**src/inc/clock_startup_defines.vh**
```
// Constants for the clock source start-up and RC trim block
// ----------------------------------------------------------------------------
// Notes on behaviour
// Watch crystal wake: 1K or 32K cycles
// Watch crystal reset delay set by startup code
// Code 0010 selects internal RC oscillator
// RC source: 6-cycle wake, 14-cycle reset delay
// Shipped fuses: RC source, slow-rising-power code
// Shipped fuses: divide-by-eight programmed
// Divide fuse sets prescaler reset 0011 or 0000
// Reset loads factory byte into trim register; code holds 00 under reset and loads the byte in the first cycle after release
// Software may rewrite trim at any time
// Trim bit 7 picks upper or lower range
// Trim bits 6:0 tune frequency monotonically
// RC oscillator also paces nonvolatile writes
// Software keeps trim below 8.8 MHz
// Reset time-out stays on separate timer
// Code 0011 selects 128 kHz oscillator
// 128 kHz source: 6-cycle wake, ms reset delays
// Core clock gated until start-up count ends
// ----------------------------------------------------------------------------
`ifndef CLOCK_STARTUP_DEFINES_VH
`define CLOCK_STARTUP_DEFINES_VH

// ----------------------------------------------------------------------------
// Register offsets and reset values
// ----------------------------------------------------------------------------
`define REG_TRIM_OFF      8'h00
`define REG_PRESC_OFF     8'h04
`define REG_STATUS_OFF    8'h08
`define TRIM_RST          8'h00
`define PRESC_DIV1        4'h0
`define PRESC_DIV8        4'h3
`define RESP_OKAY         2'h0
`define RESP_SLVERR       2'h2

// ----------------------------------------------------------------------------
// Fuse codes and shipped values
// ----------------------------------------------------------------------------
`define SEL_RC_OSC        4'h2
`define SEL_128K_OSC      4'h3
`define SEL_LFX_HI        3'h3
`define SUT_NO_EXTRA      2'h0
`define SUT_FAST          2'h1
`define SUT_SLOW          2'h2
`define SHIP_CLOCK_SOURCE_SELECT_FUSES        4'h2
`define SHIP_SUT          2'h2
`define SHIP_DIV8         1'b1

// ----------------------------------------------------------------------------
// Start-up figures (oscillator cycles and times in ns)
// ----------------------------------------------------------------------------
`define RST_CK            16'd14
`define WAKE_LFX_SHORT    16'd1024
`define WAKE_LFX_LONG     16'd32768
`define WAKE_INT_OSC      16'd6
`define T_4P1MS_NS        4100000
`define T_65MS_NS         65000000
`define T_4MS_NS          4000000
`define T_64MS_NS         64000000
`define CLK_PERIOD_NS     10

`endif

```
**src/logic/clock_source_startup_trim.v**
```verilog
// Clock source start-up sequencer, prescaler reset and RC trim register
`timescale 1ns/1ns
`include "clock_startup_defines.vh"

module clock_source_startup_trim
#(
  // Least times round up to whole system clock cycles
  parameter DLY_4P1MS_CYC = (`T_4P1MS_NS + `CLK_PERIOD_NS - 1) / `CLK_PERIOD_NS,
  parameter DLY_65MS_CYC  = (`T_65MS_NS + `CLK_PERIOD_NS - 1) / `CLK_PERIOD_NS,
  parameter DLY_4MS_CYC   = (`T_4MS_NS + `CLK_PERIOD_NS - 1) / `CLK_PERIOD_NS,
  parameter DLY_64MS_CYC  = (`T_64MS_NS + `CLK_PERIOD_NS - 1) / `CLK_PERIOD_NS
)
(
  input  wire        clk_sys_i,
  input  wire        rstn_i,
  input  wire        fuse_valid_i,
  input  wire [3:0]  clock_source_select_fuses_i,
  input  wire [1:0]  startup_time_fuses_i,
  input  wire        divide_by_eight_fuse_i,
  input  wire [7:0]  factory_cal_byte_i,
  input  wire        lf_xtal_osc_i,
  input  wire        rc_osc_i,
  input  wire        osc128_i,
  input  wire        sleep_i,
  input  wire [7:0]  s_axi_awaddr_i,
  input  wire        s_axi_awvalid_i,
  output wire        s_axi_awready_o,
  input  wire [31:0] s_axi_wdata_i,
  input  wire [3:0]  s_axi_wstrb_i,
  input  wire        s_axi_wvalid_i,
  output wire        s_axi_wready_o,
  output wire [1:0]  s_axi_bresp_o,
  output wire        s_axi_bvalid_o,
  input  wire        s_axi_bready_i,
  input  wire [7:0]  s_axi_araddr_i,
  input  wire        s_axi_arvalid_i,
  output wire        s_axi_arready_o,
  output wire [31:0] s_axi_rdata_o,
  output wire [1:0]  s_axi_rresp_o,
  output wire        s_axi_rvalid_o,
  input  wire        s_axi_rready_i,
  output wire        core_clk_en_o,
  output wire [2:0]  source_sel_o,
  output wire        trim_range_bit_o,
  output wire [6:0]  trim_fine_field_o,
  output wire [3:0]  prescaler_select_field_o,
  output wire        nvm_timer_tick_o,
  output wire        config_error_o
);

  // --------------------------------------------------------------------------
  // Local definitions
  // --------------------------------------------------------------------------
  localparam [5:0] ST_CAPTURE = 6'b000001;
  localparam [5:0] ST_RST_CK  = 6'b000010;
  localparam [5:0] ST_RST_MS  = 6'b000100;
  localparam [5:0] ST_RUN     = 6'b001000;
  localparam [5:0] ST_SLEEP   = 6'b010000;
  localparam [5:0] ST_WAKE    = 6'b100000;
  localparam [2:0] SRC_RC     = 3'b001;
  localparam [2:0] SRC_128K   = 3'b010;
  localparam [2:0] SRC_LFX    = 3'b100;

  reg  [5:0]  state_r;
  reg  [5:0]  state_nxt;
  reg  [2:0]  src_r;
  reg  [1:0]  sut_r;
  reg         sel0_r;
  reg         cfg_err_r;
  reg  [15:0] osc_cnt_r;
  reg  [22:0] ms_cnt_r;
  reg  [22:0] ms_target;
  reg  [15:0] wake_target;
  reg  [7:0]  trim_r;
  reg  [3:0]  presc_r;
  reg         core_en_r;
  reg         nvm_tick_r;
  reg  [3:0]  clock_source_select_fuses_pick;
  reg  [1:0]  sut_pick;
  reg         div8_pick;
  reg         tick;
  wire [2:0]  osc_in;
  wire [2:0]  osc_rise;

  // --------------------------------------------------------------------------
  // Oscillator edge detection
  // --------------------------------------------------------------------------
  assign osc_in = {lf_xtal_osc_i, osc128_i, rc_osc_i};

  // Three-stage sampling; a level counts once stages two and three agree
  genvar gi;
  generate
    for (gi = 0; gi < 3; gi = gi + 1)
    begin : g_osc
      reg [2:0] sync_r;
      reg       level_r;
      always @(posedge clk_sys_i or negedge rstn_i)
      begin
        if (!rstn_i)
        begin
          sync_r  <= 3'h0;
          level_r <= 1'b0;
        end
        else
        begin
          sync_r <= {sync_r[1:0], osc_in[gi]};
          if (sync_r[1] == sync_r[2])
            level_r <= sync_r[2];
        end
      end
      assign osc_rise[gi] = (sync_r[1] == sync_r[2]) && sync_r[2] && !level_r;
    end
  endgenerate

  // Tick of whichever oscillator the fuses selected
  always @*
  begin
    case (src_r)
      SRC_RC:   tick = osc_rise[0];
      SRC_128K: tick = osc_rise[1];
      SRC_LFX:  tick = osc_rise[2];
      default:  tick = 1'b0;
    endcase
  end

  // --------------------------------------------------------------------------
  // Fuse interpretation
  // --------------------------------------------------------------------------
  // Blank fuse bank falls back to the shipped configuration
  always @*
  begin
    if (fuse_valid_i)
    begin
      clock_source_select_fuses_pick = clock_source_select_fuses_i;
      sut_pick   = startup_time_fuses_i;
      div8_pick  = divide_by_eight_fuse_i;
    end
    else
    begin
      clock_source_select_fuses_pick = `SHIP_CLOCK_SOURCE_SELECT_FUSES;
      sut_pick   = `SHIP_SUT;
      div8_pick  = `SHIP_DIV8;
    end
  end

  // Delay targets follow the latched source and startup code
  always @*
  begin
    ms_target   = 23'h0;
    wake_target = `WAKE_INT_OSC;
    if (src_r == SRC_LFX)
      wake_target = sel0_r ? `WAKE_LFX_LONG : `WAKE_LFX_SHORT;
    case (sut_r)
      `SUT_FAST:
        ms_target = (src_r == SRC_128K) ? DLY_4MS_CYC[22:0] : DLY_4P1MS_CYC[22:0];
      `SUT_SLOW:
        ms_target = (src_r == SRC_128K) ? DLY_64MS_CYC[22:0] : DLY_65MS_CYC[22:0];
      default:
        ms_target = 23'h0;                 // Code 00 and reserved: 14 cycles only
    endcase
  end

  // --------------------------------------------------------------------------
  // Start-up state machine
  // --------------------------------------------------------------------------
  always @*
  begin
    case (state_r)
      ST_CAPTURE:
        state_nxt = ST_RST_CK;
      ST_RST_CK:
        if (tick && osc_cnt_r == `RST_CK - 16'd1)
          state_nxt = (ms_target == 23'h0) ? ST_RUN : ST_RST_MS;
        else
          state_nxt = ST_RST_CK;
      ST_RST_MS:
        state_nxt = (ms_cnt_r == ms_target - 23'd1) ? ST_RUN : ST_RST_MS;
      ST_RUN:
        state_nxt = sleep_i ? ST_SLEEP : ST_RUN;
      ST_SLEEP:
        state_nxt = sleep_i ? ST_SLEEP : ST_WAKE;
      ST_WAKE:
        state_nxt = (tick && osc_cnt_r == wake_target - 16'd1) ? ST_RUN : ST_WAKE;
      default:
        state_nxt = ST_CAPTURE;
    endcase
  end

  // Fuses are caught in the first cycle after reset release, not under reset
  always @(posedge clk_sys_i or negedge rstn_i)
  begin
    if (!rstn_i)
    begin
      state_r   <= ST_CAPTURE;
      src_r     <= SRC_RC;
      sut_r     <= `SUT_NO_EXTRA;
      sel0_r    <= 1'b0;
      cfg_err_r <= 1'b0;
      osc_cnt_r <= 16'h0;
      ms_cnt_r  <= 23'h0;
      core_en_r <= 1'b0;
    end
    else
    begin
      state_r   <= state_nxt;
      core_en_r <= (state_nxt == ST_RUN);  // Core clock gated until count done
      if (state_r == ST_CAPTURE)
      begin
        sut_r     <= sut_pick;
        sel0_r    <= clock_source_select_fuses_pick[0];
        cfg_err_r <= (sut_pick == 2'h3);   // Reserved code runs as code 00
        if (clock_source_select_fuses_pick == `SEL_RC_OSC)
          src_r <= SRC_RC;
        else if (clock_source_select_fuses_pick == `SEL_128K_OSC)
          src_r <= SRC_128K;
        else if (clock_source_select_fuses_pick[3:1] == `SEL_LFX_HI)
          src_r <= SRC_LFX;
        else
        begin
          src_r     <= SRC_RC;             // Unsupported code: fall back to RC
          cfg_err_r <= 1'b1;
        end
      end
      // Count cycles of the selected oscillator in ST_RST_CK and ST_WAKE
      if (state_r != state_nxt)
        osc_cnt_r <= 16'h0;
      else if (tick && (state_r == ST_RST_CK || state_r == ST_WAKE))
        osc_cnt_r <= osc_cnt_r + 16'd1;
      // Time-out runs on its own timer whatever the chip clock is
      if (state_r == ST_RST_MS)
        ms_cnt_r <= ms_cnt_r + 23'd1;
      else
        ms_cnt_r <= 23'h0;
    end
  end

  // RC oscillator edges pace nonvolatile write timing, so trim shifts them
  always @(posedge clk_sys_i or negedge rstn_i)
  begin
    if (!rstn_i)
      nvm_tick_r <= 1'b0;
    else
      nvm_tick_r <= osc_rise[0];
  end

  // --------------------------------------------------------------------------
  // AXI4-Lite slave
  // --------------------------------------------------------------------------
  reg        awready_r;
  reg        wready_r;
  reg        bvalid_r;
  reg [1:0]  bresp_r;
  reg [7:0]  aw_addr_r;
  reg [7:0]  w_data_r;
  reg        w_lane0_r;
  reg        arready_r;
  reg        rvalid_r;
  reg [1:0]  rresp_r;
  reg [31:0] rdata_r;
  wire       aw_done = !awready_r && !bvalid_r;
  wire       w_done  = !wready_r && !bvalid_r;
  wire       do_wr   = aw_done && w_done;

  // Address and data are taken in either order; response follows both
  always @(posedge clk_sys_i or negedge rstn_i)
  begin
    if (!rstn_i)
    begin
      awready_r <= 1'b1;
      wready_r  <= 1'b1;
      bvalid_r  <= 1'b0;
      bresp_r   <= `RESP_OKAY;
      aw_addr_r <= 8'h00;
      w_data_r  <= 8'h00;
      w_lane0_r <= 1'b0;
    end
    else
    begin
      if (s_axi_awvalid_i && awready_r)
      begin
        awready_r <= 1'b0;
        aw_addr_r <= s_axi_awaddr_i;
      end
      if (s_axi_wvalid_i && wready_r)
      begin
        wready_r  <= 1'b0;
        w_data_r  <= s_axi_wdata_i[7:0];
        w_lane0_r <= s_axi_wstrb_i[0];
      end
      if (do_wr)
      begin
        bvalid_r <= 1'b1;
        bresp_r  <= (aw_addr_r == `REG_TRIM_OFF || aw_addr_r == `REG_PRESC_OFF ||
                     aw_addr_r == `REG_STATUS_OFF) ? `RESP_OKAY : `RESP_SLVERR;
      end
      if (bvalid_r && s_axi_bready_i)
      begin
        bvalid_r  <= 1'b0;
        awready_r <= 1'b1;
        wready_r  <= 1'b1;
      end
    end
  end

  // --------------------------------------------------------------------------
  // Trim and prescaler registers
  // --------------------------------------------------------------------------
  // Factory byte lands in the first cycle after reset; bus writes win after
  always @(posedge clk_sys_i or negedge rstn_i)
  begin
    if (!rstn_i)
    begin
      trim_r  <= `TRIM_RST;
      presc_r <= `PRESC_DIV1;
    end
    else if (state_r == ST_CAPTURE)
    begin
      trim_r  <= factory_cal_byte_i;
      presc_r <= div8_pick ? `PRESC_DIV8 : `PRESC_DIV1;
    end
    else if (do_wr && w_lane0_r)
    begin
      if (aw_addr_r == `REG_TRIM_OFF)
        trim_r <= w_data_r;
      if (aw_addr_r == `REG_PRESC_OFF)
        presc_r <= w_data_r[3:0];
    end
  end

  // Read channel: one outstanding read, data one cycle after address
  always @(posedge clk_sys_i or negedge rstn_i)
  begin
    if (!rstn_i)
    begin
      arready_r <= 1'b1;
      rvalid_r  <= 1'b0;
      rresp_r   <= `RESP_OKAY;
      rdata_r   <= 32'h0;
    end
    else if (s_axi_arvalid_i && arready_r)
    begin
      arready_r <= 1'b0;
      rvalid_r  <= 1'b1;
      rresp_r   <= `RESP_OKAY;
      case (s_axi_araddr_i)
        `REG_TRIM_OFF:   rdata_r <= {24'h0, trim_r};
        `REG_PRESC_OFF:  rdata_r <= {28'h0, presc_r};
        `REG_STATUS_OFF: rdata_r <= {24'h0, cfg_err_r, core_en_r, sel0_r, sut_r, src_r};
        default:
        begin
          rdata_r <= 32'h0;
          rresp_r <= `RESP_SLVERR;
        end
      endcase
    end
    else if (rvalid_r && s_axi_rready_i)
    begin
      rvalid_r  <= 1'b0;
      arready_r <= 1'b1;
    end
  end

  // --------------------------------------------------------------------------
  // Outputs
  // --------------------------------------------------------------------------
  assign s_axi_awready_o          = awready_r;
  assign s_axi_wready_o           = wready_r;
  assign s_axi_bvalid_o           = bvalid_r;
  assign s_axi_bresp_o            = bresp_r;
  assign s_axi_arready_o          = arready_r;
  assign s_axi_rvalid_o           = rvalid_r;
  assign s_axi_rresp_o            = rresp_r;
  assign s_axi_rdata_o            = rdata_r;
  assign core_clk_en_o            = core_en_r;
  assign source_sel_o             = src_r;
  assign trim_range_bit_o         = trim_r[7];     // Ranges overlap: 7F above 80
  assign trim_fine_field_o        = trim_r[6:0];   // Monotonic within range
  assign prescaler_select_field_o = presc_r;
  assign nvm_timer_tick_o         = nvm_tick_r;
  assign config_error_o           = cfg_err_r;

endmodule // clock_source_startup_trim

```
**config.mk**
```make
export PLATFORM = sky130hd
export DESIGN_NAME = clock_source_startup_trim
export DESIGN_NICKNAME = d
export VERILOG_FILES = /design/src/logic/clock_source_startup_trim.v
export VERILOG_INCLUDE_DIRS = /design/src /design/src/inc
export SDC_FILE = /design/constraint.sdc
export NUM_CORES = 1
export LEC_CHECK = 0
export BUFFER_PORTS_ARGS = -buffer_cell sky130_fd_sc_hd__buf_4
export CAP_MARGIN = 20
export CORE_MARGIN = 8
export CORE_UTILIZATION = 55
export CTS_CLUSTER_SIZE = 28
export DETAILED_ROUTE_END_ITERATION = 12
export GPL_TIMING_DRIVEN = 0
export PLACE_DENSITY = 0.87
export SLEW_MARGIN = 0
export SYNTH_ARGS = -nofsm -noshare
export SYNTH_HDL_FRONTEND = slang
export SYNTH_SLANG_ARGS = --single-unit
```
**constraint.sdc**
```tcl
create_clock -name clk_sys_i -period 4.2 [get_ports clk_sys_i]
set_input_delay 0.21 -clock clk_sys_i [delete_from_list [all_inputs] [get_ports clk_sys_i]]
set_output_delay 0.21 -clock clk_sys_i [all_outputs]
set_load 0.05 [all_outputs]
```
==> impl_metrics.py <==
metrics = {
    "floorplan": {
        "die_w_um": 121,
        "core-area_um2": 10800,
        "ioPinCount": 138,
        "chipHeight_um": 121,
        "dieArea_um2": 14700,
        "floorplan.initialDensity_pct": 56.3,
        "row_count": 38,
    },
    "detailed_routing": {
        "vias": 5152,
        "drcViolationCount": 0,
        "avgRoutedWirePerCell_um": 17.2,
        "first_pass_iters": 5,
        "drt_iter0_markers": 483,
        "avgViaCountPerCell": 5.79,
        "drt_wl_total_um": 15300,
        "postRouteAntennaNets": 0,
    },
    "timing": {
        "finalHoldViolCount": 0,
        "period_minus_slack_ps": 3400,
        "worst_pin_slew_ps": 816,
        "setup_viol": 0,
        "fmax_mhz": 294,
        "fin_worst_skew_ps": 11.8,
        "tns_ps": 0,
        "final_max_slew_viol_count": 0,
        "slew_headroom_pct": 44.2,
        "rsz0062_at_grt": "no",
        "period_share_pct": 81.0,
    },
    "worst_setup_path": {
        "crit_start": "sut_r[0]",
        "r2r_start": "sut_r[0]",
        "end_kind": "flop",
        "arrival_ps": 3690,
        "r2r_cells": 12,
        "worstSetupPathType": "reg2reg",
        "critPathLaunchType": "flop",
        "required_ps": 4490,
        "r2r_slack_ps": 800,
        "worstPathMaxFanout": 10,
        "r2r_end": "osc_cnt_r[8]",
    },
    "global_routing": {
        "gr-total-overflow": 0,
        "grt_pass1_wl_um": 24400,
        "antenna_found_initial": 0,
        "grt_use_total_pct": 20.6,
        "grt_start_max_net_pins": 72,
        "grt_pass1_vias": 5061,
        "met3_usage_pct": 4.23,
        "grt_use_met2_pct": 35.0,
        "grt_util_met1_pct": 24.6,
        "busiest_layer": "met2",
    },
    "worst_hold_path": {
        "min_from": "s_axi_rready_i",
        "hold_path_depth": 2,
        "hold_path.class": "in2reg",
        "hold_end": "s_axi_rvalid_o",
    },
    "layout": {
        "syn_to_final_growth_pct": 20.3,
        "antenna_cells": 0,
        "fin_nets": 834,
        "drive_gt1_share_pct": 25.2,
        "fill_cells": 779,
    },
    "logic_synthesis": {
        "syn-cell-area_um2": 6080,
        "synth_top_area_share_pct": 43.2,
        "seq_area_frac_synth_pct": 45.4,
        "yosysWarnings": 0,
        "async_flop_share_pct": 100,
        "syn_area_per_cell_um2": 9.88,
        "synth_top_area_cell": "dfrtp_1",
        "ys_ff_latch": 110,
        "ys_top_cells_by_area": "dfrtp_1, mux2_2, nor2_1",
        "synthCells": 615,
        "synth_edf_count": 0,
        "synthFlopType": "dfrtp_1",
        "ys_top_cells_by_count": "dfrtp_1, nor2_1, nand2_1",
        "synth_most_common_cell": "dfrtp_1",
        "synth_cell_types": 75,
    },
    "clock_network": {
        "clockRootBuffer": "clkbuf_8",
        "clock_latency_ps": 390,
        "clockBufferDepth": 2,
        "tritoncts": "done",
        "cts.clk_slew.worst_paths_ps": 100,
        "cts_buffers": 9,
        "cts_sinks": 110,
        "postCtsSetupBuffers": 0,
        "htree_levels": 3,
    },
    "placed_design": {
        "place_hpwl_um": 11100,
        "gp_congestion": 0.910,
        "io_buffers": 83,
    },
    "pwr": {
        "ir_worst_vdd_v": 0.000567,
        "power.total_mw": 3.67,
        "leakage_nw": 3.34,
        "power.density_nw_per_um2": 503,
    },
    "job": {
        "maxCapViolations": 0,
    },
    "status": {
        "status": "finished, final reports clean",
    },
}
[worst max-delay path, cell delays in order (launching register included)]
cell and delay [ps]:
dfrtp_1 430, inv_1 90, ha_1 370, buf_6 170, or3_1 360, ha_1 300
xor2_1 170, o21ai_0 130, nor4_2 440, nand4_1 390, buf_4 310, nand3_1 110
nor2_2 30
[cells in the final DEF (no fill, tap or decap), types with 3 or more instances in the layout]
cell	count
nor4_1	5
nor2_1	65
mux2i_1	18
a31oi_1	3
nand3_1	33
nor3b_1	6
buf_6	6
buf_2	4
mux2_2	24
clkbuf_1	15
and4_1	4
xnor2_1	15
conb_1	26
clkbuf_8	10
or3_1	8
a21o_1	3
xor2_1	20
dlygate4sd3_1	9
dfrtp_1	105
ha_1	10
o31ai_1	6
a211oi_1	3
nand4_1	19
and3_1	9
inv_1	13
buf_4	110
a22oi_1	4
o21ai_0	24
nand2_1	57
a21oi_1	23
nand2b_1	4
nor2b_1	8
dfstp_2	5
o211ai_1	4
nor3_1	12
[how the worst max path moves through the flow]
stage / to / slack [ps] / depth (start not counted)
after floorplan: osc_cnt_r[10] / 1280 / 11
after global placement: osc_cnt_r[8] / 940 / 12
after detailed placement: osc_cnt_r[7] / 900 / 12
after CTS: osc_cnt_r[7] / 820 / 12
after global routing: osc_cnt_r[8] / 580 / 12
final: osc_cnt_r[8] / 800 / 12
[per-stage QoR]
stage	utilization (%)	setup WS (ps)	instance area, um2	hold slack (ps)	cells
after floorplan	-	1280	6170	-85.6	640
after global placement	64.6	939	6970	319	863
after detailed placement	64.8	903	7000	224	864
after CTS	67.6	820	7300	9.16	889
after global routing	67.7	583	7310	24.0	890
final	67.7	799	7310	21.2	890
[state kept, by name (all words and copies together) (netlist names), 6 cells and up]
| register | cells |
|---|---|
| ms_cnt_r | 23 |
| w_data_r | 8 |
| trim_r | 8 |
| state_r | 6 |
| s_axi_rdata_o | 8 |
| aw_addr_r | 8 |
| g_osc.sync_r | 9 |
| osc_cnt_r | 16 |
[area by class of cell]
| cell class | count | area (um2) | share of cell area [%] |
|---|---|---|---|
| multi-input cells | 463 | 3010 | 41.1 |
| flip-flops and latches | 110 | 2760 | 37.8 |
| repair buffers | 94 | 748 | 10.2 |
| plain buffers | 54 | 355 | 4.86 |
| well taps | 140 | 175 | 2.40 |
| clock buffers | 10 | 138 | 1.88 |
| clock inverters | 6 | 77.6 | 1.06 |
| inverters | 13 | 48.8 | 0.668 |
[report_power, final]
part	internal (mW)	switching, mW
Clock	0.304	0.385
Sequential	1.28	0.179
Combinational	0.555	0.974
Total	2.14	1.54
[logic make-up (layout without fill, tap and decap cells)]
logic type      count (synthesis)  in the layout  share of synthesized area (%)
other cells                     1             26                         0.0617
compound gates                 92             92                           10.7
flops                         110            110                           45.4
mux                            42             42                           7.41
fa+ha+maj                      10             10                           2.06
xor+xnor                       35             35                           5.05
simple gates                  258            258                           22.6
buf+inv                        67            177                           6.65
[layer usage]
metal | up-vias | wire [um]
li1 | 2388 | -
met1 | 2512 | 6330
met2 | 218 | 7360
met3 | 34 | 1220
met4 | 0 | 399
met5 | - | 0
[timing repair]
action                                 in CTS  in global routing
resized for setup                           0                  0
hold buffers                                9                  0
endpoints found under the hold margin      45                  0
(Power assumes the default switching activity.)
